===== src/uart_mp_pkg.sv =====
// constants shared by the serial transceiver files
package uart_mp_pkg;
	// ------------------------------------------------------------
	// baud generation
	// ------------------------------------------------------------
	localparam int BAUD_DIV_WIDTH = 12;
	localparam int BAUD_DIV_MAX = 4095;
	localparam int OVERSAMPLE = 16;
	localparam logic [3:0] OVERSAMPLE_LAST = 4'(OVERSAMPLE - 1);

	// ------------------------------------------------------------
	// receive sample positions (count 0 is sample 1)
	// ------------------------------------------------------------
	localparam logic [3:0] VOTE_FIRST = 4'h7;
	localparam logic [3:0] VOTE_SECOND = 4'h8;
	localparam logic [3:0] VOTE_LAST = 4'h9;

	// ------------------------------------------------------------
	// character framing
	// ------------------------------------------------------------
	localparam int DATA_BITS = 8;
	localparam logic [3:0] FRAME_BITS_8 = 4'hA;
	localparam logic [3:0] FRAME_BITS_9 = 4'hB;
	localparam logic [3:0] STOP_IDX_8 = 4'h8;
	localparam logic [3:0] STOP_IDX_9 = 4'h9;
	localparam int TX_SHIFT_WIDTH = 11;
	localparam int RX_SHIFT_WIDTH = 10;
	localparam int NINTH_POS = 8;

	// ------------------------------------------------------------
	// reset values
	// ------------------------------------------------------------
	localparam logic RST_TX_EMPTY = 1'b1;
	localparam logic RST_RX_NINTH = 1'b1;
	localparam logic RST_LINE_IDLE = 1'b1;
	localparam logic [7:0] RST_DATA = 8'h00;

	typedef enum logic [1:0] {RX_IDLE, RX_START, RX_DATA} rx_state_e;
endpackage : uart_mp_pkg


===== src/uart_baud_gen.sv =====
// baud divider giving the oversample tick and the bit tick
`timescale 1ns/10ps
module uart_baud_gen #(
	parameter int DIV_WIDTH = uart_mp_pkg::BAUD_DIV_WIDTH
) (
	input wire logic i_ref_clk,
	input wire logic i_rstn,
	input wire logic [DIV_WIDTH-1:0] i_baud_divider,
	output logic o_sample_tick,
	output logic o_bit_tick
);
	logic [DIV_WIDTH-1:0] div_count;
	logic [3:0] prescale;

	initial begin
		if (DIV_WIDTH < 1 || DIV_WIDTH > 16) $error("baud divider width out of range");
	end

	// rate = clock / (16 * (divider + 1))
	always_ff @(posedge i_ref_clk or negedge i_rstn) begin
		if (!i_rstn) begin
			div_count <= '0;
			o_sample_tick <= 1'b0;
		end else if (div_count >= i_baud_divider) begin
			div_count <= '0;
			o_sample_tick <= 1'b1;
		end else begin
			div_count <= div_count + 1'b1;
			o_sample_tick <= 1'b0;
		end
	end

	always_ff @(posedge i_ref_clk or negedge i_rstn) begin
		if (!i_rstn) begin
			prescale <= '0;
			o_bit_tick <= 1'b0;
		end else begin
			o_bit_tick <= 1'b0;
			if (o_sample_tick) begin
				prescale <= prescale + 1'b1;
				o_bit_tick <= (prescale == uart_mp_pkg::OVERSAMPLE_LAST);
			end
		end
	end
endmodule : uart_baud_gen


===== src/uart_multiproc_transceiver.sv =====
// full-duplex serial transceiver with multi-processor address filter
// What this block does
// write with transmitter idle loads the shift register at once.
// write during a character loads after that stop bit completes.
// moving a character into the shift register sets buffer-empty.
// shift register is 11 bits, loaded with a 10- or 11-bit frame, start low, stop high.
// nine-bit mode copies the ninth transmit bit into position 9.
// after load, start bit then data LSB first then stop bit.
// buffer-empty stays set until software writes the data register.
// stop bit held one bit time with nothing pending sets transmit-complete.
// transmitter enable takes the transmit pin as output.
// receive oversamples 16x; one low idle sample starts detection.
// start rejected if two of samples 8, 9, 10 high.
// each data bit is majority of samples 8, 9, 10.
// stop bit majority low sets framing error.
// every finished character not ignored and not overrun moves to receive data and sets receive-complete.
// data address reads receive data and writes transmit data.
// nine-bit mode loads received ninth bit into its read-only field.
// unread previous character discards new one; overrun shown after read.
// receiver enable forces the receive pin to input; pull-up stays.
// nine-bit select gives nine data bits, else eight.
// master sends address with ninth bit one, data with zero.
// address flag is stop bit in 8-bit mode, ninth bit in 9-bit.
// multi-processor mode ignores data bytes, flags untouched.
// buffer-empty is set during reset.
// transmit-complete clears on vector taken or written one.
// reading receive data clears receive-complete.
// baud equals clock over 16 times divider plus one.
`timescale 1ns/10ps
module uart_multiproc_transceiver (
	input wire logic i_ref_clk,
	input wire logic i_rstn,
	input wire logic [11:0] i_baud_divider,
	input wire logic i_transmitter_enable,
	input wire logic i_receiver_enable,
	input wire logic i_nine_bit_select,
	input wire logic i_multiproc_mode,
	input wire logic i_tx_ninth_bit,
	input wire logic i_data_wr,
	input wire logic [7:0] i_data_wdata,
	input wire logic i_data_rd,
	input wire logic i_tx_complete_clear,
	input wire logic i_tx_complete_ack,
	input wire logic i_port_d_line_zero,
	input wire logic i_line_zero_direction,
	input wire logic i_line_zero_output_bit,
	input wire logic i_line_one_direction,
	input wire logic i_line_one_output_bit,
	output logic [7:0] o_serial_data_reg,
	output logic o_rx_ninth_bit,
	output logic o_rx_complete_flag,
	output logic o_tx_complete_flag,
	output logic o_tx_buffer_empty_flag,
	output logic o_framing_error_flag,
	output logic o_overrun_flag,
	output logic o_port_d_line_one,
	output logic o_port_d_line_one_oe,
	output logic o_port_d_line_zero_oe,
	output logic o_line_zero_pullup
);
	// ------------------------------------------------------------
	// declarations
	// ------------------------------------------------------------
	logic sample_tick;
	logic bit_tick;
	logic [7:0] tx_data;
	logic tx_data_ninth;
	logic [uart_mp_pkg::TX_SHIFT_WIDTH-1:0] tx_shift;
	logic [3:0] tx_count;
	logic tx_busy;
	logic tx_drain;
	logic tx_line;
	logic tx_load;
	logic tx_end;
	logic rx_meta;
	logic rx_sync;
	uart_mp_pkg::rx_state_e rx_state;
	logic [3:0] rx_phase;
	logic [3:0] rx_index;
	logic [1:0] rx_votes;
	logic [uart_mp_pkg::RX_SHIFT_WIDTH-1:0] rx_shift;
	logic rx_vote_now;
	logic rx_bit;
	logic rx_frame_done;
	logic rx_addr_bit;
	logic rx_ignore;
	logic rx_overrun;
	logic rx_accept;
	logic overrun_pending;

	function automatic logic majority3(input logic a, input logic b, input logic c);
		majority3 = (a & b) | (a & c) | (b & c);
	endfunction : majority3

	// ------------------------------------------------------------
	// baud generation
	// ------------------------------------------------------------
	uart_baud_gen #(
		.DIV_WIDTH(uart_mp_pkg::BAUD_DIV_WIDTH)
	) u_baud (
		.i_ref_clk(i_ref_clk),
		.i_rstn(i_rstn),
		.i_baud_divider(i_baud_divider),
		.o_sample_tick(sample_tick),
		.o_bit_tick(bit_tick)
	);

	// ------------------------------------------------------------
	// transmit holding register
	// ------------------------------------------------------------
	// load needs an idle shifter; drain lets a queued character go after disable
	assign tx_load = !o_tx_buffer_empty_flag && !tx_busy
		&& (i_transmitter_enable || tx_drain);
	assign tx_end = tx_busy && bit_tick && (tx_count == 4'h0);

	always_ff @(posedge i_ref_clk or negedge i_rstn) begin
		if (!i_rstn) begin
			tx_data <= uart_mp_pkg::RST_DATA;
			tx_data_ninth <= 1'b0;
		end else if (i_data_wr) begin
			tx_data <= i_data_wdata;
			tx_data_ninth <= i_tx_ninth_bit;
		end
	end

	always_ff @(posedge i_ref_clk or negedge i_rstn) begin
		if (!i_rstn) begin
			o_tx_buffer_empty_flag <= uart_mp_pkg::RST_TX_EMPTY;
		end else if (i_data_wr) begin
			o_tx_buffer_empty_flag <= 1'b0;
		end else if (tx_load) begin
			o_tx_buffer_empty_flag <= 1'b1;
		end
	end

	// ------------------------------------------------------------
	// transmit shifter
	// ------------------------------------------------------------
	always_ff @(posedge i_ref_clk or negedge i_rstn) begin
		if (!i_rstn) begin
			tx_shift <= '1;
			tx_count <= 4'h0;
			tx_busy <= 1'b0;
			tx_line <= uart_mp_pkg::RST_LINE_IDLE;
		end else if (tx_load) begin
			tx_busy <= 1'b1;
			if (i_nine_bit_select) begin
				tx_shift <= {1'b1, tx_data_ninth, tx_data, 1'b0};
				tx_count <= uart_mp_pkg::FRAME_BITS_9;
			end else begin
				tx_shift <= {2'b11, tx_data, 1'b0};
				tx_count <= uart_mp_pkg::FRAME_BITS_8;
			end
		end else if (tx_busy && bit_tick) begin
			if (tx_count == 4'h0) begin
				tx_busy <= 1'b0;
			end else begin
				tx_line <= tx_shift[0];
				tx_shift <= {1'b1, tx_shift[uart_mp_pkg::TX_SHIFT_WIDTH-1:1]};
				tx_count <= tx_count - 1'b1;
			end
		end
	end

	always_ff @(posedge i_ref_clk or negedge i_rstn) begin
		if (!i_rstn) begin
			tx_drain <= 1'b0;
		end else begin
			tx_drain <= tx_busy;
		end
	end

	// set wins over either clear
	always_ff @(posedge i_ref_clk or negedge i_rstn) begin
		if (!i_rstn) begin
			o_tx_complete_flag <= 1'b0;
		end else if (tx_end && o_tx_buffer_empty_flag && !i_data_wr) begin
			o_tx_complete_flag <= 1'b1;
		end else if (i_tx_complete_clear || i_tx_complete_ack) begin
			o_tx_complete_flag <= 1'b0;
		end
	end

	// ------------------------------------------------------------
	// pin takeover
	// ------------------------------------------------------------
	always_ff @(posedge i_ref_clk or negedge i_rstn) begin
		if (!i_rstn) begin
			o_port_d_line_one <= 1'b0;
			o_port_d_line_one_oe <= 1'b0;
		end else if (i_transmitter_enable || tx_busy) begin
			o_port_d_line_one <= tx_line;
			o_port_d_line_one_oe <= 1'b1;
		end else begin
			o_port_d_line_one <= i_line_one_output_bit;
			o_port_d_line_one_oe <= i_line_one_direction;
		end
	end

	always_ff @(posedge i_ref_clk or negedge i_rstn) begin
		if (!i_rstn) begin
			o_port_d_line_zero_oe <= 1'b0;
			o_line_zero_pullup <= 1'b0;
		end else if (i_receiver_enable) begin
			o_port_d_line_zero_oe <= 1'b0;
			o_line_zero_pullup <= i_line_zero_output_bit;
		end else begin
			o_port_d_line_zero_oe <= i_line_zero_direction;
			o_line_zero_pullup <= i_line_zero_output_bit & ~i_line_zero_direction;
		end
	end

	// ------------------------------------------------------------
	// receive pin synchroniser
	// ------------------------------------------------------------
	always_ff @(posedge i_ref_clk or negedge i_rstn) begin
		if (!i_rstn) begin
			rx_meta <= uart_mp_pkg::RST_LINE_IDLE;
			rx_sync <= uart_mp_pkg::RST_LINE_IDLE;
		end else begin
			rx_meta <= i_port_d_line_zero;
			rx_sync <= rx_meta;
		end
	end

	// ------------------------------------------------------------
	// receive sampler
	// ------------------------------------------------------------
	assign rx_vote_now = sample_tick && (rx_phase == uart_mp_pkg::VOTE_LAST);
	assign rx_bit = majority3(rx_votes[1], rx_votes[0], rx_sync);
	assign rx_frame_done = rx_state == uart_mp_pkg::RX_DATA && rx_vote_now
		&& rx_index == (i_nine_bit_select ? uart_mp_pkg::STOP_IDX_9
		: uart_mp_pkg::STOP_IDX_8);

	always_ff @(posedge i_ref_clk or negedge i_rstn) begin
		if (!i_rstn) begin
			rx_state <= uart_mp_pkg::RX_IDLE;
			rx_phase <= 4'h0;
			rx_index <= 4'h0;
		end else if (!i_receiver_enable) begin
			rx_state <= uart_mp_pkg::RX_IDLE;
		end else if (sample_tick) begin
			rx_phase <= rx_phase + 1'b1;
			unique case (rx_state)
				uart_mp_pkg::RX_IDLE: begin
					rx_phase <= 4'h1;
					if (!rx_sync) begin
						rx_state <= uart_mp_pkg::RX_START;
					end
				end
				uart_mp_pkg::RX_START: begin
					rx_index <= 4'h0;
					if (rx_phase == uart_mp_pkg::VOTE_LAST && rx_bit) begin
						rx_state <= uart_mp_pkg::RX_IDLE;
					end else if (rx_phase == uart_mp_pkg::OVERSAMPLE_LAST) begin
						rx_state <= uart_mp_pkg::RX_DATA;
					end
				end
				uart_mp_pkg::RX_DATA: begin
					if (rx_frame_done) begin
						rx_state <= uart_mp_pkg::RX_IDLE;
					end else if (rx_phase == uart_mp_pkg::OVERSAMPLE_LAST) begin
						rx_index <= rx_index + 1'b1;
					end
				end
				default: begin
					rx_state <= uart_mp_pkg::RX_IDLE;
				end
			endcase
		end
	end

	always_ff @(posedge i_ref_clk or negedge i_rstn) begin
		if (!i_rstn) begin
			rx_votes <= 2'b11;
		end else if (sample_tick) begin
			if (rx_phase == uart_mp_pkg::VOTE_FIRST) begin
				rx_votes[1] <= rx_sync;
			end
			if (rx_phase == uart_mp_pkg::VOTE_SECOND) begin
				rx_votes[0] <= rx_sync;
			end
		end
	end

	always_ff @(posedge i_ref_clk or negedge i_rstn) begin
		if (!i_rstn) begin
			rx_shift <= '0;
		end else if (rx_state == uart_mp_pkg::RX_DATA && rx_vote_now) begin
			rx_shift[rx_index] <= rx_bit;
		end
	end

	// ------------------------------------------------------------
	// receive completion
	// ------------------------------------------------------------
	assign rx_addr_bit = i_nine_bit_select ? rx_shift[uart_mp_pkg::NINTH_POS] : rx_bit;
	assign rx_ignore = i_multiproc_mode && !rx_addr_bit;
	assign rx_overrun = rx_frame_done && !rx_ignore && o_rx_complete_flag && !i_data_rd;
	assign rx_accept = rx_frame_done && !rx_ignore && !rx_overrun;

	always_ff @(posedge i_ref_clk or negedge i_rstn) begin
		if (!i_rstn) begin
			o_serial_data_reg <= uart_mp_pkg::RST_DATA;
			o_rx_ninth_bit <= uart_mp_pkg::RST_RX_NINTH;
			o_framing_error_flag <= 1'b0;
		end else if (rx_accept) begin
			o_serial_data_reg <= rx_shift[uart_mp_pkg::DATA_BITS-1:0];
			o_framing_error_flag <= !rx_bit;
			if (i_nine_bit_select) begin
				o_rx_ninth_bit <= rx_shift[uart_mp_pkg::NINTH_POS];
			end
		end
	end

	// set wins over the read clear
	always_ff @(posedge i_ref_clk or negedge i_rstn) begin
		if (!i_rstn) begin
			o_rx_complete_flag <= 1'b0;
		end else if (rx_accept) begin
			o_rx_complete_flag <= 1'b1;
		end else if (i_data_rd) begin
			o_rx_complete_flag <= 1'b0;
		end
	end

	// overrun held back until the good byte is read
	always_ff @(posedge i_ref_clk or negedge i_rstn) begin
		if (!i_rstn) begin
			overrun_pending <= 1'b0;
			o_overrun_flag <= 1'b0;
		end else if (rx_overrun) begin
			overrun_pending <= 1'b1;
		end else if (rx_accept) begin
			overrun_pending <= 1'b0;
			o_overrun_flag <= 1'b0;
		end else if (i_data_rd) begin
			o_overrun_flag <= overrun_pending;
			overrun_pending <= 1'b0;
		end
	end
endmodule : uart_multiproc_transceiver


===== config.mk =====
export PLATFORM = sky130hd
export DESIGN_NAME = uart_multiproc_transceiver
export DESIGN_NICKNAME = d
export VERILOG_FILES = /design/src/uart_mp_pkg.sv /design/src/uart_baud_gen.sv /design/src/uart_multiproc_transceiver.sv
export SDC_FILE = /design/constraint.sdc
export NUM_CORES = 1
export LEC_CHECK = 0
export BUFFER_PORTS_ARGS = -buffer_cell sky130_fd_sc_hd__buf_2
export CAP_MARGIN = 20
export CORE_MARGIN = 5
export CORE_UTILIZATION = 55
export DETAILED_ROUTE_END_ITERATION = 8
export GPL_TIMING_DRIVEN = 0
export PLACE_DENSITY_LB_ADDON = 0.05
export SLEW_MARGIN = 25
export SYNTH_ARGS = -nofsm -noshare
export SYNTH_HDL_FRONTEND = slang
export SYNTH_SLANG_ARGS = --single-unit

===== constraint.sdc =====
create_clock -name i_ref_clk -period 2.75 [get_ports i_ref_clk]
set_clock_uncertainty 0.2 [all_clocks]
set_input_delay 0.4125 -clock i_ref_clk [delete_from_list [all_inputs] [get_ports i_ref_clk]]
set_output_delay 0.4125 -clock i_ref_clk [all_outputs]
set_load 0.05 [all_outputs]

# Word-level counts from Yosys, hierarchy flattened
# Index checks and enable logic that the tools add are counted.
[totals] wordCells=154 register_bits=88 in_bits=36
[classes] bitwise=10 n_lt_le_gt_ge=3 n_reduce_logical=46 n_addsub=5 n_eq_ne=15 mux=44
[ops] operator="2-to-1 mux 11 bit" n=3
[ops] operator="2-to-1 mux 4 bit" n=6
[ops] operator="2-to-1 mux 1 bit" n=23
[ops] operator="== test 4 bit, second input constant" n=4
[ops] operator="logical AND 1 bit" n=16
[ops] operator="AND reduction 2 bit" n=7
[ops] operator="adder 12 x 1 -> 12 bit, second input constant" n=1
[ops] operator="adder 4 x 1 -> 4 bit, second input constant" n=3
[ops] operator=">= comparator 12 bit" n=1
[ops] operator="2-to-1 mux 12 bit" n=1
[ops] operator="2-to-1 mux 2 bit" n=6
[ops] operator="nonzero test 2 bit" n=6
[ops] operator="bitwise mux 10 bit" n=1
[ops] operator="2-to-1 mux 10 bit" n=1
[ops] operator="logical NOT 1 bit" n=8
[ops] operator="one-hot mux 4 bit (2 select lines)" n=1
[ops] operator="inequality test 2 bit, second input constant" n=3
[ops] operator="inequality test 3 bit, second input constant" n=2
[ops] operator="one-hot mux 2 bit (3 select lines)" n=1
[ops] operator="less-than comparator 4 x 5 -> 1 bit, second input constant" n=1
[ops] operator="AND reduction 5 bit" n=1
[ops] operator="bitwise AND 1 bit" n=4
[ops] operator="demux 1 bit (select 4 bit)" n=1
[ops] operator="== test 4 x 3 -> 1 bit, second input constant" n=1
[ops] operator="other kinds (15)" n=21

# Logic depth before layout (Yosys ltp)
[logic_depth] depth_word=14 ltp_mapped=8

# Cells and area by module
# A second synthesis with hierarchy kept.
[hier_totals] cells_unflattened=361 area_unflattened_um2=4296.6
[by_module_without_submodules] mod="uart_multiproc_transceiver" instances=1 seq_area_each_um2=1722.9 area_per_inst_um2=3071.7 cells_each=251
[by_module_without_submodules] mod="uart_baud_gen" instances=1 seq_area_each_um2=450.4 area_per_inst_um2=1224.9 cells_each=110

# Worst setup path before layout
# No wires, ideal clock.
[synth_path] path_kind="register to register" from="register u_baud.div_count[0]" to="register u_baud.div_count[7]" arrival_ps=1933 stages_incl_launch_ff=9 setup_time_ps=72 setup_slack_ps=546 required_time_ps=2478 n_path_buf=1 cell_sequence="dfrtp_1 inv_1 ha_1 nand2b_1 a2111oi_0 nor3_1 o41a_1 buf_2 nor2_1"
[synth_between] elab_chain_len=2
[synth_rtl] item="start, declared" line="uart_baud_gen.sv:12" rtl="logic [DIV_WIDTH-1:0] div_count;"
[synth_rtl] item="start signal, assigned" line="uart_baud_gen.sv:28" rtl="div_count <= div_count + 1'b1;"
[synth_rtl] item="adder 12 x 1 -> 12 bit / >= comparator 12 bit (equally long branches)" line="uart_baud_gen.sv:28, uart_baud_gen.sv:24"
[synth_rtl] item="2-to-1 mux 12 bit *" line="uart_baud_gen.sv:24" rtl="end else if (div_count >= i_baud_divider) begin"
# Every way passes the cells marked *; elsewhere a longest branch is shown, timed or not.
# A chain may end at the register's enable or synchronous reset.

# Worst setup path in the final report
[layout_path] from="register u_baud.div_count[0]" to="register u_baud.div_count[3]"
# The elaborated chain is that of the path after synthesis.

==> metrics <==
hpwl dp=approximately 5.3 mm; WP data required=around 2.8 ns; core area=between 0.007 and 0.008 mm2; root buffer cell=clkbuf_8; Regs by FF count=u_baud.div_count x12, tx_shift x10, rx_shift x9; status=finished clean; first-pass GRT wire length=between 10 and 15 mm; # resized after CTS=0; CTS buffer count=9; Hold Path Sink=o_port_d_line_one_oe; post-synthesis net count=434; Synth Instances=~380; Power Density=between 700 and 800 mW/mm2; width of the die=96.5 um; # diodes=0; Clock transition at path regs=roughly 0.090 ns; max reg flops=12; Post-synth EDFFs=0; met1 wire length=approximately 3.5 mm; # IOs=54; Slew HR=0.506; Final ANT Viol Nets=0; Setup TNS=0 ns; reg-to-reg slack, setup=0.27 ns; number of remaining DRC errors=0; metal2 WL=around 3.5 mm; Hold Vio Cnt, Final=0; worst hold path cell count=2; die footprint=roughly 0.0093 mm2; Placement Rows=31; Port Buf Inserts=52; IR drop worst, VDD=0.415 mV; Worst R2R Path Depth=8; TritonCTS clock tree=yes; Max stage delay cell, worst path=o41a_1; reg-to-reg endpoint=u_baud.div_count[3]; postcts setup bufs=0; kind of end point of the critical path=flip-flop; largest reg by FF count=u_baud.div_count; fin nets=500; Arr. time, crit path=around 2.6 ns; commonest non-fill, non-tap cell in the layout=dfrtp_1; Hold Startpoint=i_line_one_direction; deepest clock path buffer count=2; initial antenna violation count=0; clk sinks=86; WL met3=325 um; ys async rst share=1.00; crit path kind=reg2reg; unrepaired setup endpoints after global routing=false; Max Used Layer=met4; cell chain of the critical path=inv_1, ha_1, nand2b_1, a2111oi_0, nor3_1, o41a_1, buf_2, nor2_1; worst hold margin=~0.042 ns; All-Layer GR Usage=0.177; Setup crit start kind=flip-flop; Slew Limit Fails=0; Synth Cell Area=between 0.004 and 0.005 mm2; Starting Density=0.567; maximum number of pins on one net before global-route repair=49; vias per cell=about 5.2; Syn-to-layout area delta=16.1%; Max Fclk=0.404 GHz; max-capacitance violation count=0; Die Y=96.5 um; Placer Congestion=about 0.84; synth unique cells=between 50 and 60; critical path peak fanout=10; 1st-iter DRT viols=slightly above 90; via count=between 2000 and 3000; actual slew at the worst max-slew pin=0.731 ns; vias in the first global route=between 2000 and 3000; Min-Delay Path Class=in2reg; synth warn=0; GRT overflow=0; Skew-Pair Late Insertion Delay=between 0.3 and 0.4 ns; Lkg Pwr=~2.3 nW; commonest cells after routing, fill and taps aside=dfrtp_1, buf_2, nand2_1, nor2_1; final setup vio count=0; final wirelength=about 7.3 mm; post-route clock period utilization=0.900; share of cells above drive strength 1=0.280; DR pass1 iterations=4; Mapped Avg Cell Area=between 10 and 15 um2; Most used DFF post-synth=dfrtp_1; cts hold-fix bufs=2; final worst path period need=2.48 ns; routed len/inst=around 13 um; # fillers=a little over 600; CTS H-tree lvls=3; reg2reg start=u_baud.div_count[0]; sequential fraction of the synthesis area=0.528; Synth Register Bits=86; slowest cell delay on critical path=around 0.44 ns
## worst max-delay path: cells and delay by family (launching register included)
kind	cells	cell delay (ns)
fa+ha+maj	1	0.26
buf+inv	2	0.28
flops	1	0.42
simple gates	3	0.38
compound gates	2	0.86
## power breakdown
group	leakage, nW	internal (mW)	switching, mW	total [mW]
combinational	1.12	0.325	0.373	0.698
clock	0.113	0.539	0.443	0.982
sequential	1.05	1.54	0.203	1.74
total	2.29	2.40	1.02	3.42
## how the worst max path moves through the flow
stage / cells past startpoint / startpoint / endpoint / slack [ns]
5_1_grt: 8 / u_baud.div_count[0] / u_baud.div_count[5] / 0.02
3_3_place_gp: 8 / i_baud_divider[0] / u_baud.div_count[7] / 0.22
3_5_place_dp: 8 / i_baud_divider[0] / u_baud.div_count[7] / 0.20
4_1_cts: 8 / u_baud.div_count[0] / u_baud.div_count[7] / 0.24
2_1_floorplan: 8 / u_baud.div_count[0] / u_baud.div_count[7] / 0.55
6_report: 8 / u_baud.div_count[0] / u_baud.div_count[3] / 0.27
## logic make-up (layout without fill, tap and decap cells)
| family | after synthesis | after routing | synth area share |
|---|---|---|---|
| mux | 33 | 33 | 0.0958 |
| compound gates | 51 | 51 | 0.0837 |
| simple gates | 130 | 130 | 0.150 |
| xor+xnor | 16 | 16 | 0.0341 |
| buf+inv | 37 | 108 | 0.0389 |
| fa+ha+maj | 23 | 23 | 0.0694 |
| flops | 86 | 86 | 0.528 |
## metal layers
metal | GRT usage | vias up
met5 | 0 | -
met4 | 0.0549 | 0
met3 | 0.0442 | 10
met2 | 0.287 | 49
met1 | 0.234 | 1379
li1 | - | 1426
## cell usage after synthesis, types with 3 or more instances
| master | instances | share of area |
|---|---|---|
| nor2_1 | 34 | 0.031 |
| nand2_1 | 44 | 0.040 |
| mux2_2 | 23 | 0.063 |
| a21oi_1 | 6 | 0.0073 |
| o21ai_0 | 13 | 0.016 |
| xor2_1 | 9 | 0.019 |
| o21a_1 | 3 | 0.0055 |
| inv_1 | 23 | 0.021 |
| nand3_1 | 14 | 0.017 |
| a22oi_1 | 10 | 0.018 |
| ha_1 | 22 | 0.067 |
| mux2i_1 | 3 | 0.0073 |
| clkbuf_1 | 8 | 0.0073 |
| a22o_1 | 3 | 0.0064 |
| xnor2_1 | 7 | 0.015 |
| nor2b_1 | 6 | 0.0091 |
| dfrtp_1 | 69 | 0.42 |
| nor3b_1 | 3 | 0.0055 |
| nand2b_1 | 6 | 0.0091 |
| nor3_1 | 9 | 0.011 |
| dfstp_2 | 17 | 0.11 |
| buf_2 | 3 | 0.0036 |
| mux2_4 | 7 | 0.026 |
## layout make-up
type	count	area [um2]	share of cell area
plain buffers	13	68.8	0.0144
clock buffers	11	141	0.0296
clock inverters	5	82.6	0.0173
inverters	24	91.3	0.0191
multi-input cells	253	1780	0.373
flip-flops and latches	86	2170	0.455
well taps	99	124	0.0259
repair buffers	55	314	0.0658
## through the flow
| step | cell area (um2) | worst slack, ns | util | power [mW] | std cells |
|---|---|---|---|---|---|
| after floorplan | 4110 | 0.546 | - | 2.24 | 376 |
| after global placement | 4500 | 0.218 | 0.620 | 2.42 | 527 |
| after detailed placement | 4530 | 0.201 | 0.625 | 2.46 | 528 |
| after CTS | 4770 | 0.238 | 0.658 | 3.46 | 546 |
| after global routing | 4770 | 0.0204 | 0.658 | 3.66 | 546 |
| final | 4770 | 0.275 | 0.658 | 3.42 | 546 |
(Power assumes the default switching activity.)
